<file path="src/oag_regs.vh">
`ifndef OAG_REGS_VH
`define OAG_REGS_VH

// Addressing mode codes
`define OAG_MODE_W            4
`define OAG_MODE_NONE         4'h0
`define OAG_MODE_DIRECT       4'h1
`define OAG_MODE_INDIRECT     4'h2
`define OAG_MODE_IMM8         4'h3
`define OAG_MODE_IMM16        4'h4
`define OAG_MODE_XDIRECT      4'h5
`define OAG_MODE_XINDIRECT    4'h6
`define OAG_MODE_CODE_PC      4'h7
`define OAG_MODE_CODE_DP      4'h8
`define OAG_MODE_RELATIVE     4'h9
`define OAG_MODE_PAGE         4'ha
`define OAG_MODE_LONG         4'hb
`define OAG_MODE_BIT          4'hc

// Address space boundaries
`define OAG_UPPER_BASE        8'h80
`define OAG_BIT_RAM_BASE      8'h20
`define OAG_BIT_RAM_LAST      8'h2f
`define OAG_PAGE_HI_W         5
`define OAG_PAGE_LO_W         11
`define OAG_BYTE_IDX_W        3

// Memory target select codes
`define OAG_TGT_W             3
`define OAG_TGT_NONE          3'h0
`define OAG_TGT_LOWER_RAM     3'h1
`define OAG_TGT_UPPER_RAM     3'h2
`define OAG_TGT_SFR           3'h3
`define OAG_TGT_EXT           3'h4
`define OAG_TGT_CODE          3'h5

`endif

</file>
<file path="src/oag_bit_map.v">
`timescale 1ns/1ps
`include "oag_regs.vh"

// ---------------------------------------------
// Bit address to byte address and bit index
// ---------------------------------------------
module oag_bit_map (
    input  wire [7:0] bit_addr,   // Bit address operand
    output reg  [7:0] byte_addr,  // Containing byte address
    output reg  [2:0] bit_index,  // Bit within byte
    output reg        is_sfr,     // Byte lies in special registers
    output reg        valid       // Bit address maps to a legal byte
);
    always @* begin
        bit_index = bit_addr[2:0];
        if (bit_addr < `OAG_UPPER_BASE) begin
            // Low half: 16 bytes of bit RAM, eight bits each
            byte_addr = `OAG_BIT_RAM_BASE + {4'h0, bit_addr[6:3]};
            is_sfr    = 1'b0;
        end else begin
            // Special register whose base ends in 0h or 8h
            byte_addr = {bit_addr[7:3], 3'h0};
            is_sfr    = 1'b1;
        end
        valid = (byte_addr <= `OAG_BIT_RAM_LAST) || is_sfr;
    end
endmodule // oag_bit_map

</file>
<file path="src/oag_operand_addr.v">
// Functional notes
// - Indirect mode addresses upper RAM 80h-FFh from pointer register 0 or 1
// - Indirect accesses never reach special registers; direct, eight-bit immediate and bit modes do
// - Direct address selects lower RAM below 80h, special registers above
// - Eight-bit immediate writes the first byte as data to the direct address in the second byte
// - Sixteen-bit immediate loads the data pointer from two following bytes
// - External direct moves use the data pointer as external address
// - External indirect through pointer registers is unsupported and refused
// - Indexed code read adds accumulator to PC or data pointer, result to accumulator
// - Relative branch adds signed offset byte to program counter
// - Page jump joins five upper next-address bits with eleven instruction bits
// - Far jump and call use two following bytes as target
// - Bit mode changes one bit only; valid for 20h-2Fh and aligned special registers
// - Special register bit n sits at bit address base plus n
`timescale 1ns/1ps
`include "oag_regs.vh"

module oag_operand_addr #(
    parameter ADDR_W = 16,                     // Program and external address width
    parameter DATA_W = 8                       // Data byte width
) (
    input  wire              core_clk,         // Core clock, 125 MHz
    input  wire              reset_n,          // Asynchronous reset, active low
    // Instruction fields
    input  wire              op_valid,         // Decoded instruction present
    input  wire [3:0]        op_mode,          // Addressing mode code
    input  wire              op_write,         // Operand is a destination
    input  wire              op_bit_value,     // Value for bit set or clear
    input  wire [DATA_W-1:0] op_byte1,         // First byte after opcode
    input  wire [DATA_W-1:0] op_byte2,         // Second byte after opcode
    input  wire [2:0]        op_page_bits,     // Opcode bits 7:5 for page jump
    // Core state
    input  wire              pointer_select,   // Choose pointer_register_1
    input  wire [DATA_W-1:0] pointer_register_0, // Pointer register 0 value
    input  wire [DATA_W-1:0] pointer_register_1, // Pointer register 1 value
    input  wire [DATA_W-1:0] accumulator,      // Accumulator value
    input  wire [ADDR_W-1:0] next_pc,          // Address of next instruction
    input  wire [DATA_W-1:0] code_rdata,       // Program memory read byte
    input  wire              code_rvalid,      // Program memory byte valid
    input  wire [DATA_W-1:0] bit_src_byte,     // Current byte for bit update
    // Memory side
    output reg  [ADDR_W-1:0] mem_addr,         // Selected operand address
    output reg  [2:0]        mem_target,       // Memory space select
    output reg               mem_write,        // Operand access is a write
    output reg  [DATA_W-1:0] mem_wdata,        // Immediate, accumulator or bit-merged data
    output reg  [2:0]        bit_index,        // Bit position for bit mode
    output reg               addr_valid,       // Address outputs valid, one cycle
    output reg               addr_error,       // Unsupported or invalid access
    // Pointer, branch and accumulator side
    output reg  [ADDR_W-1:0] data_pointer_16,  // Data pointer register
    output reg               data_pointer_16_load,        // Data pointer loaded, one cycle
    output reg  [ADDR_W-1:0] branch_target,    // Branch destination
    output reg               branch_valid,     // Branch target valid, one cycle
    output reg  [DATA_W-1:0] acc_wdata,        // New accumulator value
    output reg               acc_load          // Accumulator update, one cycle
);

    // ---------------------------------------------
    // State machine for indexed code read
    // ---------------------------------------------
    localparam ST_IDLE = 1'b0;
    localparam ST_CODE = 1'b1;

    reg              state_reg;
    reg              state_next;

    // ---------------------------------------------
    // Helpers
    // ---------------------------------------------
    // Address plus a byte, the byte signed or not
    function [ADDR_W-1:0] add_offset;
        input [ADDR_W-1:0] base;
        input [DATA_W-1:0] off;
        input              signed_off;
        begin
            if (signed_off)
                add_offset = base + {{(ADDR_W-DATA_W){off[DATA_W-1]}}, off};
            else
                add_offset = base + {{(ADDR_W-DATA_W){1'b0}}, off};
        end
    endfunction

    // Byte zero-extended to address width
    function [ADDR_W-1:0] widen;
        input [DATA_W-1:0] b;
        begin
            widen = {{(ADDR_W-DATA_W){1'b0}}, b};
        end
    endfunction

    // Direct space: lower RAM below 80h, special registers above
    function [`OAG_TGT_W-1:0] direct_space;
        input [DATA_W-1:0] a;
        begin
            direct_space = (a < `OAG_UPPER_BASE) ? `OAG_TGT_LOWER_RAM : `OAG_TGT_SFR;
        end
    endfunction

    // Two bytes joined, first byte high
    function [ADDR_W-1:0] join16;
        input [DATA_W-1:0] hi;
        input [DATA_W-1:0] lo;
        begin
            join16 = {hi, lo};
        end
    endfunction

    // ---------------------------------------------
    // Bit map
    // ---------------------------------------------
    wire [7:0] bm_byte;
    wire [2:0] bm_index;
    wire       bm_is_sfr;
    wire       bm_valid;

    oag_bit_map u_bit_map (
        .bit_addr  (op_byte1),
        .byte_addr (bm_byte),
        .bit_index (bm_index),
        .is_sfr    (bm_is_sfr),
        .valid     (bm_valid)
    );

    // ---------------------------------------------
    // Single-bit merge, other seven bits kept
    // ---------------------------------------------
    reg [DATA_W-1:0] bit_merged;
    always @* begin
        bit_merged = bit_src_byte;
        bit_merged[bm_index] = op_bit_value;
    end

    // ---------------------------------------------
    // Operand selects
    // ---------------------------------------------
    wire [DATA_W-1:0] ptr_val = pointer_select ? pointer_register_1 : pointer_register_0;
    wire              is_code = (op_mode == `OAG_MODE_CODE_PC) ||
                                (op_mode == `OAG_MODE_CODE_DP);
    wire              indirect_ok = (ptr_val >= `OAG_UPPER_BASE);

    // ---------------------------------------------
    // Code read sequencing
    // ---------------------------------------------
    always @* begin
        state_next = state_reg;
        case (state_reg)
            ST_IDLE: begin
                if (op_valid && is_code)
                    state_next = ST_CODE;
            end

            ST_CODE: begin
                if (code_rvalid)
                    state_next = ST_IDLE;
            end

            default: state_next = ST_IDLE;
        endcase
    end

    // ---------------------------------------------
    // State register
    // ---------------------------------------------
    always @(posedge core_clk or negedge reset_n) begin
        if (!reset_n) begin
            state_reg <= ST_IDLE;
        end else begin
            state_reg <= state_next;
        end
    end

    // ---------------------------------------------
    // Address generation
    // ---------------------------------------------
    always @(posedge core_clk or negedge reset_n) begin
        if (!reset_n) begin
            mem_addr        <= {ADDR_W{1'b0}};
            mem_target      <= `OAG_TGT_NONE;
            mem_write       <= 1'b0;
            mem_wdata       <= {DATA_W{1'b0}};
            bit_index       <= 3'h0;

            addr_valid      <= 1'b0;
            addr_error      <= 1'b0;
            data_pointer_16 <= {ADDR_W{1'b0}};
            data_pointer_16_load       <= 1'b0;

            branch_target   <= {ADDR_W{1'b0}};
            branch_valid    <= 1'b0;

            acc_wdata       <= {DATA_W{1'b0}};
            acc_load        <= 1'b0;
        end else begin
            // Pulses fall back to zero unless a mode raises them
            addr_valid   <= 1'b0;
            addr_error   <= 1'b0;
            data_pointer_16_load    <= 1'b0;
            branch_valid <= 1'b0;
            acc_load     <= 1'b0;

            if (state_reg == ST_CODE) begin
                if (code_rvalid) begin
                    acc_wdata <= code_rdata;
                    acc_load  <= 1'b1;
                end
            end else if (op_valid) begin
                mem_write <= op_write;

                // Refused modes raise addr_error and never addr_valid
                case (op_mode)
                    `OAG_MODE_DIRECT: begin
                        mem_addr   <= widen(op_byte1);
                        mem_target <= direct_space(op_byte1);
                        addr_valid <= 1'b1;
                    end

                    `OAG_MODE_INDIRECT: begin
                        mem_addr <= widen(ptr_val);
                        if (indirect_ok) begin
                            mem_target <= `OAG_TGT_UPPER_RAM;
                            addr_valid <= 1'b1;
                        end else begin
                            mem_target <= `OAG_TGT_NONE;
                            addr_error <= 1'b1;
                        end
                    end

                    `OAG_MODE_IMM8: begin
                        mem_wdata  <= op_byte1;
                        mem_addr   <= widen(op_byte2);
                        mem_target <= direct_space(op_byte2);
                        mem_write  <= 1'b1;
                        addr_valid <= 1'b1;
                    end

                    `OAG_MODE_IMM16: begin
                        data_pointer_16 <= join16(op_byte1, op_byte2);
                        data_pointer_16_load       <= 1'b1;
                    end

                    `OAG_MODE_XDIRECT: begin
                        mem_addr   <= data_pointer_16;
                        mem_target <= `OAG_TGT_EXT;
                        mem_wdata  <= accumulator;
                        addr_valid <= 1'b1;
                    end

                    `OAG_MODE_XINDIRECT: begin
                        mem_target <= `OAG_TGT_NONE;
                        mem_write  <= 1'b0;
                        addr_error <= 1'b1;
                    end

                    `OAG_MODE_CODE_PC: begin
                        mem_addr   <= add_offset(next_pc, accumulator, 1'b0);
                        mem_target <= `OAG_TGT_CODE;
                        mem_write  <= 1'b0;
                        addr_valid <= 1'b1;
                    end

                    `OAG_MODE_CODE_DP: begin
                        mem_addr   <= add_offset(data_pointer_16, accumulator, 1'b0);
                        mem_target <= `OAG_TGT_CODE;
                        mem_write  <= 1'b0;
                        addr_valid <= 1'b1;
                    end

                    `OAG_MODE_RELATIVE: begin
                        branch_target <= add_offset(next_pc, op_byte1, 1'b1);
                        branch_valid  <= 1'b1;
                    end

                    `OAG_MODE_PAGE: begin
                        branch_target <= {next_pc[ADDR_W-1:`OAG_PAGE_LO_W],
                                          op_page_bits, op_byte1};
                        branch_valid  <= 1'b1;
                    end

                    `OAG_MODE_LONG: begin
                        branch_target <= join16(op_byte1, op_byte2);
                        branch_valid  <= 1'b1;
                    end

                    `OAG_MODE_BIT: begin
                        mem_addr   <= widen(bm_byte);
                        mem_target <= bm_is_sfr ? `OAG_TGT_SFR : `OAG_TGT_LOWER_RAM;
                        bit_index  <= bm_index;
                        mem_wdata  <= bit_merged;
                        addr_valid <= bm_valid;
                        addr_error <= ~bm_valid;
                    end

                    default: begin
                        mem_target <= `OAG_TGT_NONE;
                        mem_write  <= 1'b0;
                    end
                endcase
            end
        end
    end

endmodule // oag_operand_addr

</file>
<file path="config.mk">
export PLATFORM = sky130hd
export DESIGN_NAME = oag_operand_addr
export DESIGN_NICKNAME = d
export VERILOG_FILES = /design/src/oag_bit_map.v /design/src/oag_operand_addr.v
export VERILOG_INCLUDE_DIRS = /design/src
export SDC_FILE = /design/constraint.sdc
export NUM_CORES = 1
export LEC_CHECK = 0
export BUFFER_PORTS_ARGS = -buffer_cell sky130_fd_sc_hd__buf_2
export CAP_MARGIN = 40
export CELL_PAD_IN_SITES_DETAIL_PLACEMENT = 2
export CELL_PAD_IN_SITES_GLOBAL_PLACEMENT = 2
export CORE_MARGIN = 2
export CORE_UTILIZATION = 27
export DETAILED_ROUTE_END_ITERATION = 6
export PLACE_DENSITY_LB_ADDON = 0.12
export SYNTH_ARGS = -nofsm -noshare
export SYNTH_HDL_FRONTEND = slang
export SYNTH_SLANG_ARGS = --single-unit
</file>
<file path="constraint.sdc">
create_clock -name core_clk -period 2.3 [get_ports core_clk]
set_input_delay 0.115 -clock core_clk [delete_from_list [all_inputs] [get_ports core_clk]]
set_output_delay 0.115 -clock core_clk [all_outputs]
set_load 0.02 [all_outputs]
</file>
* Yosys cells after proc, flatten, opt, wreduce, memory -nomap -nowiden
Cells that the tools add are included.
Cells by class: multiplexer cells 33, reductions and logical operators 21, $lt $le $gt $ge 6, equality and inequality tests 12, bitwise logic cells 3, add/subtract/negate cells 4
Operators with widths (count):
- one-hot mux 16 bit (7 select lines) | 1
- one-hot mux 16 bit (3 select lines) | 1
- adder 16 x 8 -> 16 bit | 2
- one-hot mux 8 bit (3 select lines) | 1
- == test 4 bit, second input constant | 5
- two-way mux 1 bit | 18
- one-hot mux 3 bit (6 select lines) | 1
- AND reduction 3 bit | 6
- adder 16 bit | 1
- == test 4 x 3 -> 1 bit, second input constant | 4
- < comparator 8 bit, second input constant | 2
- two-way mux 8 bit | 2
- bitwise mux 8 bit | 1
- == test 4 x 2 -> 1 bit, second input constant | 2
- >= comparator 8 bit, second input constant | 1
- less-or-equal comparator 8 x 6 -> 1 bit, second input constant | 1
- OR reduction 8 bit | 1
- adder 6 x 4 -> 7 bit, first input constant | 1
- nonzero test 7 bit | 1
- two-way mux 2 bit | 3
- one-hot mux 1 bit (3 select lines) | 2
- nonzero test 3 bit | 2
- OR reduction 5 bit | 1
- == test 4 x 1 -> 1 bit, second input constant | 1
- 11 further kinds | 18
Storage, ports and cells: input port bits 86, word-level logic and storage cells 93, output and inout bits 76, register bits 77

* Longest topological paths before layout
Gate-level depths: netlist of run 1.
depth in word-level cells 8, depth in mapped cells 14, gate-level depth less buffers 12

* By module
Synthesis of run 1 repeated with hierarchy kept, for this count alone.
Second synthesis, totals: cells, all modules 636, area total of the unflattened synthesis 5649.2 um^2
By module, submodules not included:
- oag_operand_addr | cells an instance 622, seq. area each 1926.8 um^2, instances 1, area an instance 5537.8 um^2
- oag_bit_map | cells an instance 14, seq. area each 0.0 um^2, instances 1, area an instance 111.4 um^2

* Least setup slack after synthesis of run 1
OpenSTA, ideal clock, no wires.
kind input port to flip-flop, from input port op_mode[0], to register mem_addr[14], buffers on the path 2, arrival time 2610 ps, setup time 142 ps, path slack -453 ps, required time 2158 ps, stages 14, cell sequence buf_2 > or2_2 > or2_2 > buf_2 > nand2_1 > nand2_1 > ha_1 > fa_1 > nand3_1 > a21oi_1 > o32ai_1 > nor2_1 > xnor2_1 > o221ai_1
On the way: cells in the longest elaborated chain, start to end 3
Ends and longest elaborated chain:
- from (decl) | RTL line oag_operand_addr.v:26 | input wire [3:0] op_mode,
- == test 4 x 3 -> 1 bit (tied with other cells) | RTL line oag_operand_addr.v:210 | case (op_mode)
- nonzero test 7 bit (no line)
- AND reduction 3 bit (no line)
- to (signal assigned) | RTL line oag_operand_addr.v:212 | mem_addr <= widen(op_byte1);
- to (signal assigned) | RTL line oag_operand_addr.v:218 | mem_addr <= widen(ptr_val);
- to (signal assigned) | RTL line oag_operand_addr.v:230 | mem_addr <= widen(op_byte2);
- to (decl) | RTL line oag_operand_addr.v:42 | output reg [ADDR_W-1:0] mem_addr,
Parallel ways exist; a longest one is shown, timed or not. A chain may end at the register's enable or synchronous reset.

* Worst setup path in the final report of run 1
from input port op_mode[0], to register mem_addr[11]
The elaborated chain is that of the path after synthesis.

==> parameters.txt, run 1 <==
Parameter                              Value

Status
  Status    finished with violations
  Failing checks    design-rule violations

Floorplan
  Floorplan die area    0.0211 mm2
  Std-Cell Rows    51
  Vertical die dimension    145 um
  Die extent in x    between 100 and 150 um
  Starting density of the core    about 28%
  Number of top-level design ports    162
  Core Footprint    0.0195 mm2

Worst setup path
  Category of the worst setup path capture point    register
  Arrival time of the worst setup path    between 2 and 3 ns
  Kind of critical path    input pin to register
  Max FO, Critical Path    6
  Crit start category    input pin
  Required time of the critical path    2.56 ns

Routing
  WL/cell    23.2 um
  Detailed router's first-iteration violation count    258
  Number of routed nets with antenna violations    0
  Mean number of vias per cell    5.30
  DR DRC count    3
  Detailed-routing iteration count for the pre-antenna-repair pass    7
  Total wire length    25900 um
  DR vias    5913

Clock tree
  Clock latency at the later pin of the worst-skew pair    0.35 ns
  Total clock buffers created by CTS    9
  Clock slew seen by the registers of the worst setup and hold paths    roughly 0.070 ns
  Clock Tree Buf Depth    2
  CTS tree    done
  H-tree levels    3
  Clock sink total    77
  CTS Root Cell    sky130_fd_sc_hd__clkbuf_16

Synth
  Predominant post-synthesis flop cell    sky130_fd_sc_hd__dfrtp_1
  Yosys warning total    0
  Number of storage elements in the synthesis netlist    77
  Syn nets    737
  Area of the mapped netlist    0.00540 mm2
  Synth cell types    58
  Per-instance average area after synthesis    8.65 um2
  Number of enable flip-flop cells after synthesis    0
  Number of instances in the synthesized netlist    roughly 620
  Share of synthesized area occupied by flip-flops and latches    35.7%
  Async SR Flop Fraction    100%

Power and ir drop
  Final total power    5.49 mW
  Fraction of power consumed by the clock network    approximately a quarter
  Power Density    728 mW/mm2
  Power share of the sequential group    34.3%
  Highest ir drop seen on vdd    approximately 0.34 mV
  Int Power    3.27 mW
  Leakage power    3.55 nW
  Gate power share    39.1%
  Switching Power    2.22 mW
  Switching part of the total    roughly 40%

Timing
  RSZ-0062 raised after global routing    true
  Total count of hold-check failures in the final report    0
  Maximum clock skew at final layout    0.00758 ns
  Slew @ Worst Pin    0.732 ns
  Number of setup violations in the final report    0
  Clock period minus final worst setup slack    2.30 ns
  Worst max-slew margin expressed relative to the limit    49.8%
  Setup TNS    0 ns
  Final Worst Setup Slack    0.00108 ns
  Highest clock rate    435 MHz
  Number of max-slew violations in the final report    0
  Tcrit/Tclk final    100%

Global route
  Antenna violations before repair    0
  Number of global-route vias before repair    ~6.5k
  Pin count of the biggest net entering global routing    44
  Gr ovfl total    0
  Global-route wire length before repair    39700 um
  Total track usage    24.3%

Worst hold path
  Worst min-delay path category    input pin to register

Final layout
  Share of final-layout standard cells stronger than drive strength 1    roughly 37%
  Number of antenna diodes    0
  Synth-to-layout area growth    39.9%
  Post-layout net count    958
  Final standard cell area without fillers    approximately 0.0075 mm2
  Final cell utilization of the core    around 39%
  Largest registers in the final layout    branch_target x16, data_pointer_16 x16, mem_addr x16

Place
  Half-perimeter wire length of the detailed placement result    approximately 20000 um
  Area after detailed placement    about 0.007 mm2
  Routability cong.    0.918
  Worst-case setup slack after placement    -0.414 ns
  IO buf count    161

Run
  Max-cap violations    0
per-layer routing:
layer  vias up  track usage [%]  wire, um
met1      2987             30.2     11100
met2       166             43.4     13100
met5         -                0         0
met4         0             6.18       452
met3        29             4.33      1180
li1       2731                -         -
kinds of logic after synthesis:
logic type,after synthesis,synth area share (%)
simple gates,209,17.5
mux,49,9.79
flops,77,35.7
fa+ha+maj,27,6.54
buf+inv,51,4.08
xor+xnor,23,3.73
compound gates,188,22.7
cell usage in the layout, fill, tap and decap left out, types with 4 or more instances in the layout:
cell type and n:
sky130_fd_sc_hd__nor3_1 8, sky130_fd_sc_hd__o21ai_0 46, sky130_fd_sc_hd__nand3_1 14, sky130_fd_sc_hd__dlygate4sd3_1 9
sky130_fd_sc_hd__buf_4 71, sky130_fd_sc_hd__o21ai_1 9, sky130_fd_sc_hd__xnor2_1 14, sky130_fd_sc_hd__inv_1 15
sky130_fd_sc_hd__ha_1 21, sky130_fd_sc_hd__buf_2 160, sky130_fd_sc_hd__nand4_1 4, sky130_fd_sc_hd__nor2b_1 5
sky130_fd_sc_hd__o21a_1 4, sky130_fd_sc_hd__a22oi_1 6, sky130_fd_sc_hd__xor2_1 9, sky130_fd_sc_hd__a222oi_1 10
sky130_fd_sc_hd__mux2_2 30, sky130_fd_sc_hd__mux2i_1 19, sky130_fd_sc_hd__nand2b_1 5, sky130_fd_sc_hd__o221ai_1 4
sky130_fd_sc_hd__nor2_1 44, sky130_fd_sc_hd__clkbuf_16 9, sky130_fd_sc_hd__dfrtp_1 77, sky130_fd_sc_hd__nor3_2 4
sky130_fd_sc_hd__inv_6 4, sky130_fd_sc_hd__a31oi_1 8, sky130_fd_sc_hd__a21oi_1 43, sky130_fd_sc_hd__o22ai_1 4
sky130_fd_sc_hd__a221o_1 5, sky130_fd_sc_hd__nand2_1 99, sky130_fd_sc_hd__a21o_1 6, sky130_fd_sc_hd__a221oi_1 14
sky130_fd_sc_hd__a22o_1 4, sky130_fd_sc_hd__and3_1 4
worst max-delay path, stage by stage:
cell	delay, ns
sky130_fd_sc_hd__buf_2	0.11
sky130_fd_sc_hd__or2_4	0.26
sky130_fd_sc_hd__or2_4	0.30
sky130_fd_sc_hd__nand2_2	0.06
sky130_fd_sc_hd__nand2_1	0.05
sky130_fd_sc_hd__ha_2	0.21
sky130_fd_sc_hd__buf_4	0.15
sky130_fd_sc_hd__a211oi_4	0.26
sky130_fd_sc_hd__o21ai_2	0.12
sky130_fd_sc_hd__a221oi_2	0.25
sky130_fd_sc_hd__buf_4	0.21
sky130_fd_sc_hd__nor4_2	0.06
sky130_fd_sc_hd__xor2_1	0.20
sky130_fd_sc_hd__o221ai_1	0.19
area by class of cell:
type	instances	area [um2]
repair buffers	245	1500
inverters	16	61.3
flip-flops and latches	77	1930
fillers	2259	12000
multi-input cells	496	3440
clock inverters	7	61.3
clock buffers	9	225
well taps	265	332
cell usage after synthesis, drive strengths merged, types with 2 or more instances:
cell	count	area share, %
nor2	46	3.2
nand2	102	7.1
dfrtp	77	36
xor2	9	1.5
and3	4	0.46
a2111oi	2	0.32
nor3	12	1.3
nor2b	5	0.58
inv	15	1.0
a21o	6	0.83
clkbuf	22	1.5
or3	2	0.23
a21oi	46	4.3
nand4	4	0.46
o21bai	2	0.28
mux2i	19	3.5
mux2	30	6.3
a211oi	2	0.28
a221oi	15	2.4
o221ai	4	0.65
xnor2	14	2.3
o22ai	4	0.46
nor4	5	0.58
nand3	15	1.4
buf	13	1.4
ha	25	5.8
a221o	5	0.93
a222oi	10	1.9
a31oi	8	0.93
fa	2	0.74
and2	2	0.23
a22oi	6	0.83
o31a	3	0.49
nand2b	5	0.58
o21a	4	0.56
o21ai	60	5.6
a22o	4	0.65
or2	2	0.23
power groups by stage:
stage / combinational, mW / sequential, mW / clock, mW
2_1_floorplan: 0.758 / 2.26 / 0
3_3_place_gp: 2.03 / 1.88 / 0
3_5_place_dp: 2.09 / 1.90 / 0
4_1_cts: 2.12 / 1.88 / 1.49
5_1_grt: 2.33 / 1.93 / 1.56
6_report: 2.15 / 1.88 / 1.46
through the flow:
stage | instances | hold slack (ns)
after floorplan | 624 | -0.181
after global placement | 1087 | 0.133
after detailed placement | 1087 | 0.145
after CTS | 1112 | 0.000398
after global routing | 1115 | 0.00665
final | 1115 | 0.00379
what timing repair did:
action | CTS | global route
endpoints found under the setup margin | 4 | 9
resized for setup | 2 | 29
setup buffers | 0 | 3
hold endpoints to repair | 42 | 0
hold buffers | 9 | 0
pin swaps | 0 | 19
worst paths after layout:
kind / end / slack, ns / cells past startpoint / from
worst max register to register: mem_addr[11] / 0.05 / 11 / data_pointer_16[0]
worst max-delay path: mem_addr[11] / 0.001 / 14 / op_mode[0]
min in group asynchronous: branch_target[0] / 0.30 / 2 / reset_n
worst min-delay path: acc_wdata[4] / 0.004 / 2 / code_rdata[4]
max in group asynchronous: data_pointer_16[9] / 1.34 / 3 / reset_n
worst min register to register: mem_addr[2] / 0.48 / 2 / mem_addr[2]
Note: power is estimated with default switching activity, not from simulation.
==> inputs of run 2 (changes only) <==
--- a/config.mk
+++ b/config.mk
@@ -13,7 +13,7 @@
 export CORE_MARGIN = 2
 export CORE_UTILIZATION = 27
 export DETAILED_ROUTE_END_ITERATION = 6
-export PLACE_DENSITY_LB_ADDON = 0.12
+export PLACE_DENSITY = 0.83
 export SYNTH_ARGS = -nofsm -noshare
 export SYNTH_HDL_FRONTEND = slang
 export SYNTH_SLANG_ARGS = --single-unit
==> run 2 against run 1 <==
- the run now ends clean
- cell area decreased by 0.12%
- count of clock-buffer cells in the layout unchanged
- via count increased by 2.6%
- setup slack improved by 0.040 ns
- sequential share of layout area about the same
- worst hold slack improved by 0.017 ns
- combinational power about the same
- register-to-register slack about the same
- first-iteration DRC count increased by 38%
- utilization about the same
- critical endpoint is now mem_addr[5]
- wire length increased by 1.4%
==> parameters.txt, run 2 (synthesis gave the netlist of run 1 again) <==
Parameter                              Value

Power and ir drop
  Highest ir drop seen on vdd    0.329 mV (was 0.338 mV)
  Power Density    750 mW/mm2 (was 728 mW/mm2)
  Power share of the sequential group    33.5% (was 34.3%)
  Switching part of the total    39.0% (was 40.5%)
  Fraction of power consumed by the clock network    28.6% (was 26.6%)
  Int Power    3.45 mW (was 3.27 mW)
  Final total power    5.65 mW (was 5.49 mW)
  Switching Power    2.20 mW (was 2.22 mW)
  Gate power share    37.9% (was 39.1%)
  Leakage power    3.54 nW (was 3.55 nW)

Clock tree
  Clock latency at the later pin of the worst-skew pair    0.36 ns (was 0.35 ns)
  Total clock buffers created by CTS    9 (unchanged)
  Clock Tree Buf Depth    2 (unchanged)
  Clock slew seen by the registers of the worst setup and hold paths    0.07 ns (about the same)
  H-tree levels    3 (unchanged)
  CTS Root Cell    sky130_fd_sc_hd__clkbuf_16 (unchanged)
  Clock sink total    77 (unchanged)
  CTS tree    done (unchanged)

Routing
  DR DRC count    0 (was 3)
  Mean number of vias per cell    5.46 (was 5.30)
  Number of routed nets with antenna violations    0 (unchanged)
  Detailed router's first-iteration violation count    355 (was 258)
  DR vias    6069 (was 5913)
  Detailed-routing iteration count for the pre-antenna-repair pass    6 (was 7)
  Total wire length    26200 um (was 25900 um)
  WL/cell    23.6 um (was 23.2 um)

Global route
  Pin count of the biggest net entering global routing    50 (was 44)
  Number of global-route vias before repair    6532 (was 6547)
  Antenna violations before repair    2 (was 0)
  Global-route wire length before repair    39400 um (was 39700 um)
  Total track usage    24.3% (about the same)
  Gr ovfl total    0 (unchanged)

Final layout
  Number of antenna diodes    0 (unchanged)
  Commonest non-fill, non-tap cell in the layout    sky130_fd_sc_hd__buf_2 (unchanged)
  Sequential cell area    0.00193 mm2 (unchanged)
  Share of final-layout standard cells stronger than drive strength 1    37.0% (was 37.2%)
  Largest registers in the final layout    branch_target x16, data_pointer_16 x16, mem_addr x16 (unchanged)
  Leading cell types in the layout, fill and taps excluded    sky130_fd_sc_hd__buf_2, sky130_fd_sc_hd__nand2_1, sky130_fd_sc_hd__dfrtp_1, sky130_fd_sc_hd__buf_4, sky130_fd_sc_hd__o21ai_0 (unchanged)
  Combined area of the multi-input logic cells    0.00344 mm2 (about the same)
  Final cell utilization of the core    38.6% (about the same)
  Final standard cell area without fillers    0.00754 mm2 (was 0.00755 mm2)
  Number of fill cells in the layout    2263 (was 2259)
  Post-layout net count    955 (was 958)
  Synth-to-layout area growth    39.7% (was 39.9%)
  Fin cells    1112 (was 1115)

Worst setup path
  Crit start category    register (was input pin)
  Launch point of the worst reg-to-reg path    data_pointer_16[1] (was data_pointer_16[0])
  Critical Path Max Stage Delay    0.42 ns (was 0.30 ns)
  Origin of the worst setup path    data_pointer_16[1] (was op_mode[0])
  Category of the worst setup path capture point    register (unchanged)
  Kind of critical path    register to register (was input pin to register)
  Arrival time of the worst setup path    2.50 ns (was 2.56 ns)
  Max FO, Critical Path    4 (was 6)
  Cells along the critical path    nand2_2 -> o21ai_2 -> ha_4 -> a211oi_2 -> o21bai_1 -> a21o_1 -> xor2_1 -> a221oi_1 -> buf_4 -> o21ai_1 (was buf_2 -> or2_4 -> or2_4 -> nand2_2 -> nand2_1 -> ha_2 -> buf_4 -> a211oi_4 -> o21ai_2 -> a221oi_2 -> buf_4 -> nor4_2 -> xor2_1 -> o221ai_1)
  Required time of the critical path    2.54 ns (was 2.56 ns)
  Cell with the biggest individual delay on the critical path    sky130_fd_sc_hd__dfrtp_1 (was sky130_fd_sc_hd__or2_4)

Timing
  Slew @ Worst Pin    0.750 ns (was 0.732 ns)
  Maximum clock skew at final layout    0.00622 ns (was 0.00758 ns)
  Worst max-slew margin expressed relative to the limit    49.8% (about the same)
  Final Worst Setup Slack    0.0407 ns (was 0.00108 ns)
  Clock period minus final worst setup slack    2.26 ns (was 2.30 ns)
  RSZ-0062 raised after global routing    true (unchanged)
  Highest clock rate    443 MHz (was 435 MHz)
  Setup TNS    0 ns (unchanged)
  Number of max-slew violations in the final report    0 (unchanged)
  Number of setup violations in the final report    0 (unchanged)
  Total count of hold-check failures in the final report    0 (unchanged)
  Tcrit/Tclk final    98.2% (was 100%)
  Hold slack    0.0208 ns (was 0.00379 ns)

Floorplan
  Vertical die dimension    145 um (unchanged)
  Number of top-level design ports    162 (unchanged)
  Floorplan die area    0.0211 mm2 (unchanged)
  Std-Cell Rows    51 (unchanged)
  Starting density of the core    27.6% (unchanged)
  Die extent in x    145 um (unchanged)
  Core Footprint    0.0195 mm2 (unchanged)

Place
  IO buf count    161 (unchanged)
  Count of placed standard cells including taps    1084 (was 1087)
  Worst-case setup slack after placement    -0.422 ns (was -0.414 ns)
  Area after detailed placement    0.00696 mm2 (was 0.00699 mm2)
  Half-perimeter wire length of the detailed placement result    19400 um (was 19800 um)
  Routability cong.    0.894 (was 0.918)

Worst hold path
  Worst min-delay path category    input pin to register (unchanged)
  Min-Delay Startpoint    op_byte2[1] (was code_rdata[4])

Status
  Status    finished clean (was finished with violations)

Run
  Max-cap violations    0 (unchanged)
run 2: changes by cell type in the layout (fill, tap and decap cells not counted), sizes merged:
cell         previous run  this run
clkinvlp                2         1
dlygate4sd3             9        10
clkinv                  1         4
bufinv                  0         2
buf                   236       232
inv                    20        16
run 2: path summary, 6_finish.rpt:
check	endpoint	slack, ns	cells past startpoint
min in group asynchronous	branch_target[4]	0.23	2
hold reg to reg	branch_target[4]	0.48	2
setup / recovery	mem_addr[5]	0.04	10
max in group asynchronous	mem_addr[15]	1.42	3
setup reg to reg	mem_addr[5]	0.04	10
hold / removal	data_pointer_16[1]	0.02	3
run 2: critical path, delay by kind of cell (launching register included):
family	cells	cell delay (ns)
buffers and inverters	1	0.18
DFF	1	0.42
adders and majority gates	1	0.23
AOI/OAI and AO/OA	6	1.08
and+or+nand+nor	1	0.09
xor gates and xnor gates	1	0.15
run 2: layer usage:
metal	share of wire, %	global-route usage [%]	vias up
li1	-	-	2731
met1	42	29.7	3113
met2	50	42.1	182
met3	5.4	5.92	39
met4	2.2	8.04	4
met5	0.095	0	-
run 2: repair_timing:
item / CTS / global route
hold buffers: 9 / 1
pin swaps: 2 / 13
hold endpoints to repair: 36 / 1
gates resized for setup: 3 / 24
buffers inserted: 0 / 3
endpoints found under the setup margin: 2 / 8
run 2: power groups by stage:
stage	combinational (mW)	sequential, mW	clock [mW]
floorplan	0.758	2.26	0
global placement	1.98	1.90	0
detailed placement	2.06	1.91	0
CTS	2.11	1.89	1.64
global route	2.30	1.93	1.70
finish	2.14	1.89	1.62
run 2: layout make-up:
cell class              count  area share (%)
well taps                 265            4.40
clock inverters             7            1.31
repair buffers            242            19.3
inverters                  16           0.813
multi-input cells         496            45.6
clock buffers               9            2.99
flip-flops and latches     77            25.6
==> inputs of run 3 (changes only) <==
--- a/config.mk
+++ b/config.mk
@@ -6,14 +6,16 @@
 export SDC_FILE = /design/constraint.sdc
 export NUM_CORES = 1
 export LEC_CHECK = 0
+export ABC_AREA = 1
 export BUFFER_PORTS_ARGS = -buffer_cell sky130_fd_sc_hd__buf_2
 export CAP_MARGIN = 40
 export CELL_PAD_IN_SITES_DETAIL_PLACEMENT = 2
 export CELL_PAD_IN_SITES_GLOBAL_PLACEMENT = 2
 export CORE_MARGIN = 2
-export CORE_UTILIZATION = 27
+export CORE_UTILIZATION = 25
 export DETAILED_ROUTE_END_ITERATION = 6
-export PLACE_DENSITY = 0.83
+export PLACE_DENSITY = 0.88
+export SKIP_LAST_GASP = 1
 export SYNTH_ARGS = -nofsm -noshare
 export SYNTH_HDL_FRONTEND = slang
 export SYNTH_SLANG_ARGS = --single-unit
==> run 3 against run 2 <==
- area after synthesis grew 1.7%
- power grew 17%
- worst hold slack lost 0.0079 ns
- maximum frequency grew 4.0%
- clock power shrank 14%
- global-route usage shrank 0.70 points
- largest cell class unchanged
==> parameters.txt, run 3 <==
Parameter                              Value

Global route
  Number of global-route vias before repair    7210 (was 6532)
  Pin count of the biggest net entering global routing    43 (was 50)
  Total track usage    23.6% (was 24.3%)
  Global-route wire length before repair    42600 um (was 39400 um)
  Antenna violations before repair    1 (was 2)
  Gr ovfl total    0 (unchanged)

Timing
  Maximum clock skew at final layout    0.00967 ns (was 0.00622 ns)
  Number of setup violations in the final report    0 (unchanged)
  Total count of hold-check failures in the final report    0 (unchanged)
  Number of max-slew violations in the final report    0 (unchanged)
  Highest clock rate    460 MHz (was 443 MHz)
  Clock period minus final worst setup slack    2.17 ns (was 2.26 ns)
  Tcrit/Tclk final    94.4% (was 98.2%)
  RSZ-0062 raised after global routing    true (unchanged)
  Hold slack    0.0129 ns (was 0.0208 ns)
  Slew @ Worst Pin    0.573 ns (was 0.750 ns)
  Worst max-slew margin expressed relative to the limit    61.8% (was 49.8%)

Floorplan
  Die extent in x    152 um (was 145 um)
  Vertical die dimension    152 um (was 145 um)
  Core Footprint    0.0217 mm2 (was 0.0195 mm2)
  Number of top-level design ports    162 (unchanged)
  Std-Cell Rows    54 (was 51)
  Floorplan die area    0.0232 mm2 (was 0.0211 mm2)
  Starting density of the core    25.3% (was 27.6%)

Final layout
  Share of final-layout standard cells stronger than drive strength 1    25.0% (was 37.0%)
  Synth-to-layout area growth    32.4% (was 39.7%)
  Fin cells    1298 (was 1112)
  Largest registers in the final layout    branch_target x16, data_pointer_16 x16, mem_addr x16 (unchanged)
  Post-layout net count    1125 (was 955)
  Commonest non-fill, non-tap cell in the layout    sky130_fd_sc_hd__nand2_1 (was sky130_fd_sc_hd__buf_2)
  Leading cell types in the layout, fill and taps excluded    sky130_fd_sc_hd__nand2_1, sky130_fd_sc_hd__buf_2, sky130_fd_sc_hd__dfrtp_1, sky130_fd_sc_hd__o21ai_0, sky130_fd_sc_hd__inv_1 (was sky130_fd_sc_hd__buf_2, sky130_fd_sc_hd__nand2_1, sky130_fd_sc_hd__dfrtp_1, sky130_fd_sc_hd__buf_4, sky130_fd_sc_hd__o21ai_0)
  Final standard cell area without fillers    0.00727 mm2 (was 0.00754 mm2)

Synth
  Cell types with the highest counts after synthesis    sky130_fd_sc_hd__nand2_1, sky130_fd_sc_hd__dfrtp_1, sky130_fd_sc_hd__o21ai_0 (unchanged)
  Predominant post-synthesis flop cell    sky130_fd_sc_hd__dfrtp_1 (unchanged)
  Post-synthesis cell type with the largest combined area    sky130_fd_sc_hd__dfrtp_1 (unchanged)
  Cells taking the most area after synthesis    sky130_fd_sc_hd__dfrtp_1, sky130_fd_sc_hd__nand2_1, sky130_fd_sc_hd__o21ai_0 (was sky130_fd_sc_hd__dfrtp_1, sky130_fd_sc_hd__nand2_1, sky130_fd_sc_hd__mux2_2)
  Synth cell types    38 (was 58)
  Cell with the most instances after synthesis    sky130_fd_sc_hd__nand2_1 (unchanged)
  Area of the mapped netlist    0.00549 mm2 (was 0.00540 mm2)
  Share of synthesized area occupied by flip-flops and latches    35.1% (was 35.7%)
  Async SR Flop Fraction    100% (unchanged)
  Per-instance average area after synthesis    6.75 um2 (was 8.65 um2)
  Number of enable flip-flop cells after synthesis    0 (unchanged)
  Syn nets    926 (was 737)
  Yosys warning total    0 (unchanged)
  Number of instances in the synthesized netlist    813 (was 624)
  Number of storage elements in the synthesis netlist    77 (unchanged)
  Top cell type's share of synthesized area    35.1% (was 35.7%)

Place
  Routability cong.    0.898 (was 0.894)
  Area after detailed placement    0.00685 mm2 (was 0.00696 mm2)
  IO buf count    161 (unchanged)
  Half-perimeter wire length of the detailed placement result    21300 um (was 19400 um)
  Count of placed standard cells including taps    1270 (was 1084)

Clock tree
  Clock slew seen by the registers of the worst setup and hold paths    0.06 ns (was 0.07 ns)
  Clock sink total    77 (unchanged)
  CTS Root Cell    sky130_fd_sc_hd__clkbuf_16 (unchanged)
  H-tree levels    3 (unchanged)
  Clock Tree Buf Depth    2 (unchanged)
  Total clock buffers created by CTS    9 (unchanged)
  Clock latency at the later pin of the worst-skew pair    0.36 ns (about the same)
  CTS tree    done (unchanged)

Routing
  Detailed router's first-iteration violation count    305 (was 355)
  WL/cell    20.8 um (was 23.6 um)
  Total wire length    27000 um (was 26200 um)
  Detailed-routing iteration count for the pre-antenna-repair pass    5 (was 6)
  Number of routed nets with antenna violations    0 (unchanged)
  DR vias    6590 (was 6069)
  Mean number of vias per cell    5.08 (was 5.46)
  DR DRC count    0 (unchanged)

Run
  Max-cap violations    0 (unchanged)

Worst setup path
  Launch point of the worst reg-to-reg path    data_pointer_16[3] (was data_pointer_16[1])
  Crit start category    register (unchanged)
  Required time of the critical path    2.54 ns (about the same)
  Origin of the worst setup path    data_pointer_16[3] (was data_pointer_16[1])
  Category of the worst setup path capture point    register (unchanged)
  Max FO, Critical Path    5 (was 4)
  Kind of critical path    register to register (unchanged)
  Arrival time of the worst setup path    2.41 ns (was 2.50 ns)

Power and ir drop
  Leakage power    3.83 nW (was 3.54 nW)
  Power Density    912 mW/mm2 (was 750 mW/mm2)
  Highest ir drop seen on vdd    0.339 mV (was 0.329 mV)
  Final total power    6.63 mW (was 5.65 mW)

Status
  Status    finished clean (unchanged)

Worst hold path
  Min-Delay Startpoint    op_byte2[2] (was op_byte2[1])
  Worst min-delay path category    input pin to register (unchanged)
-- run 3: where the power goes --
group	leakage [nW]	switching, mW	internal [mW]
Clock	0.126	0.655	0.735
Combinational	2.76	2.02	0.956
Sequential	0.951	0.359	1.91
-- run 3: final cells by class --
class	count	area, um2
Fill cell	2614	14400
Multi-Input combinational cell	630	3180
Sequential cell	77	1930
Timing Repair Buffer	208	1210
Tap cell	280	350
Inverter	86	323
Clock buffer	11	233
Clock inverter	5	37.5
Antenna cell	1	2.50
-- run 3: stage by stage --
step           util (%)  worst slack (ns)  setup TNS (ns)
2_1_floorplan         -            0.0566               0
3_3_place_gp       31.6           -0.0223         -0.0228
3_5_place_dp       31.6            -0.152          -0.770
4_1_cts            33.3            0.0274               0
5_1_grt            33.5           0.00122               0
6_report           33.5             0.128               0
-- run 3: cell families (layout without fill, tap and decap cells) --
family          count (synthesis)  after routing  synth area share (%)
flops                          77             77                  35.1
simple gates                  404            404                  30.6
other cells                     0              1                     0
xor+xnor                        4              4                 0.638
fa+ha+maj                      27             27                  6.43
compound gates                195            195                  19.6
buf+inv                       106            310                  7.61
-- run 3: path summary, 6_finish.rpt --
path                                           end  cells past startpoint  slack, ns
worst max register to register         mem_addr[6]                     12       0.13
max in group asynchronous             mem_addr[11]                      3       1.37
min in group asynchronous             mem_wdata[7]                      2       0.30
worst min-delay path            data_pointer_16[2]                      3       0.01
worst min register to register        acc_wdata[3]                      2       0.48
worst max-delay path                   mem_addr[6]                     12       0.13
-- run 3: worst max-delay path, cell delays in order (launching register included) --
cell and delay [ns]:
sky130_fd_sc_hd__dfrtp_1 0.35, sky130_fd_sc_hd__inv_1 0.09, sky130_fd_sc_hd__o21ai_1 0.26, sky130_fd_sc_hd__ha_1 0.30, sky130_fd_sc_hd__a21oi_1 0.26, sky130_fd_sc_hd__o21ai_4 0.12
sky130_fd_sc_hd__nand3_1 0.08, sky130_fd_sc_hd__nand2_1 0.06, sky130_fd_sc_hd__or2_2 0.27, sky130_fd_sc_hd__nand3_1 0.07, sky130_fd_sc_hd__nand2_1 0.06, sky130_fd_sc_hd__nand3_1 0.07
sky130_fd_sc_hd__nand3_1 0.07
-- run 3: layer usage --
metal  up-vias  global-route usage (%)  wire, um
met5         -                       0         0
met4         0                    7.74       626
met3        41                    2.96      1050
met2       181                    39.6     13000
met1      3276                    31.6     12300
li1       3092                       -         -
-- run 3: what timing repair did --
item | 4_1_cts | 5_1_grt
endpoints found under the setup margin | 0 | 10
resized for setup | 0 | 18
setup buffers | 0 | 1
hold buffers | 10 | 0
hold endpoints to repair | 44 | 0
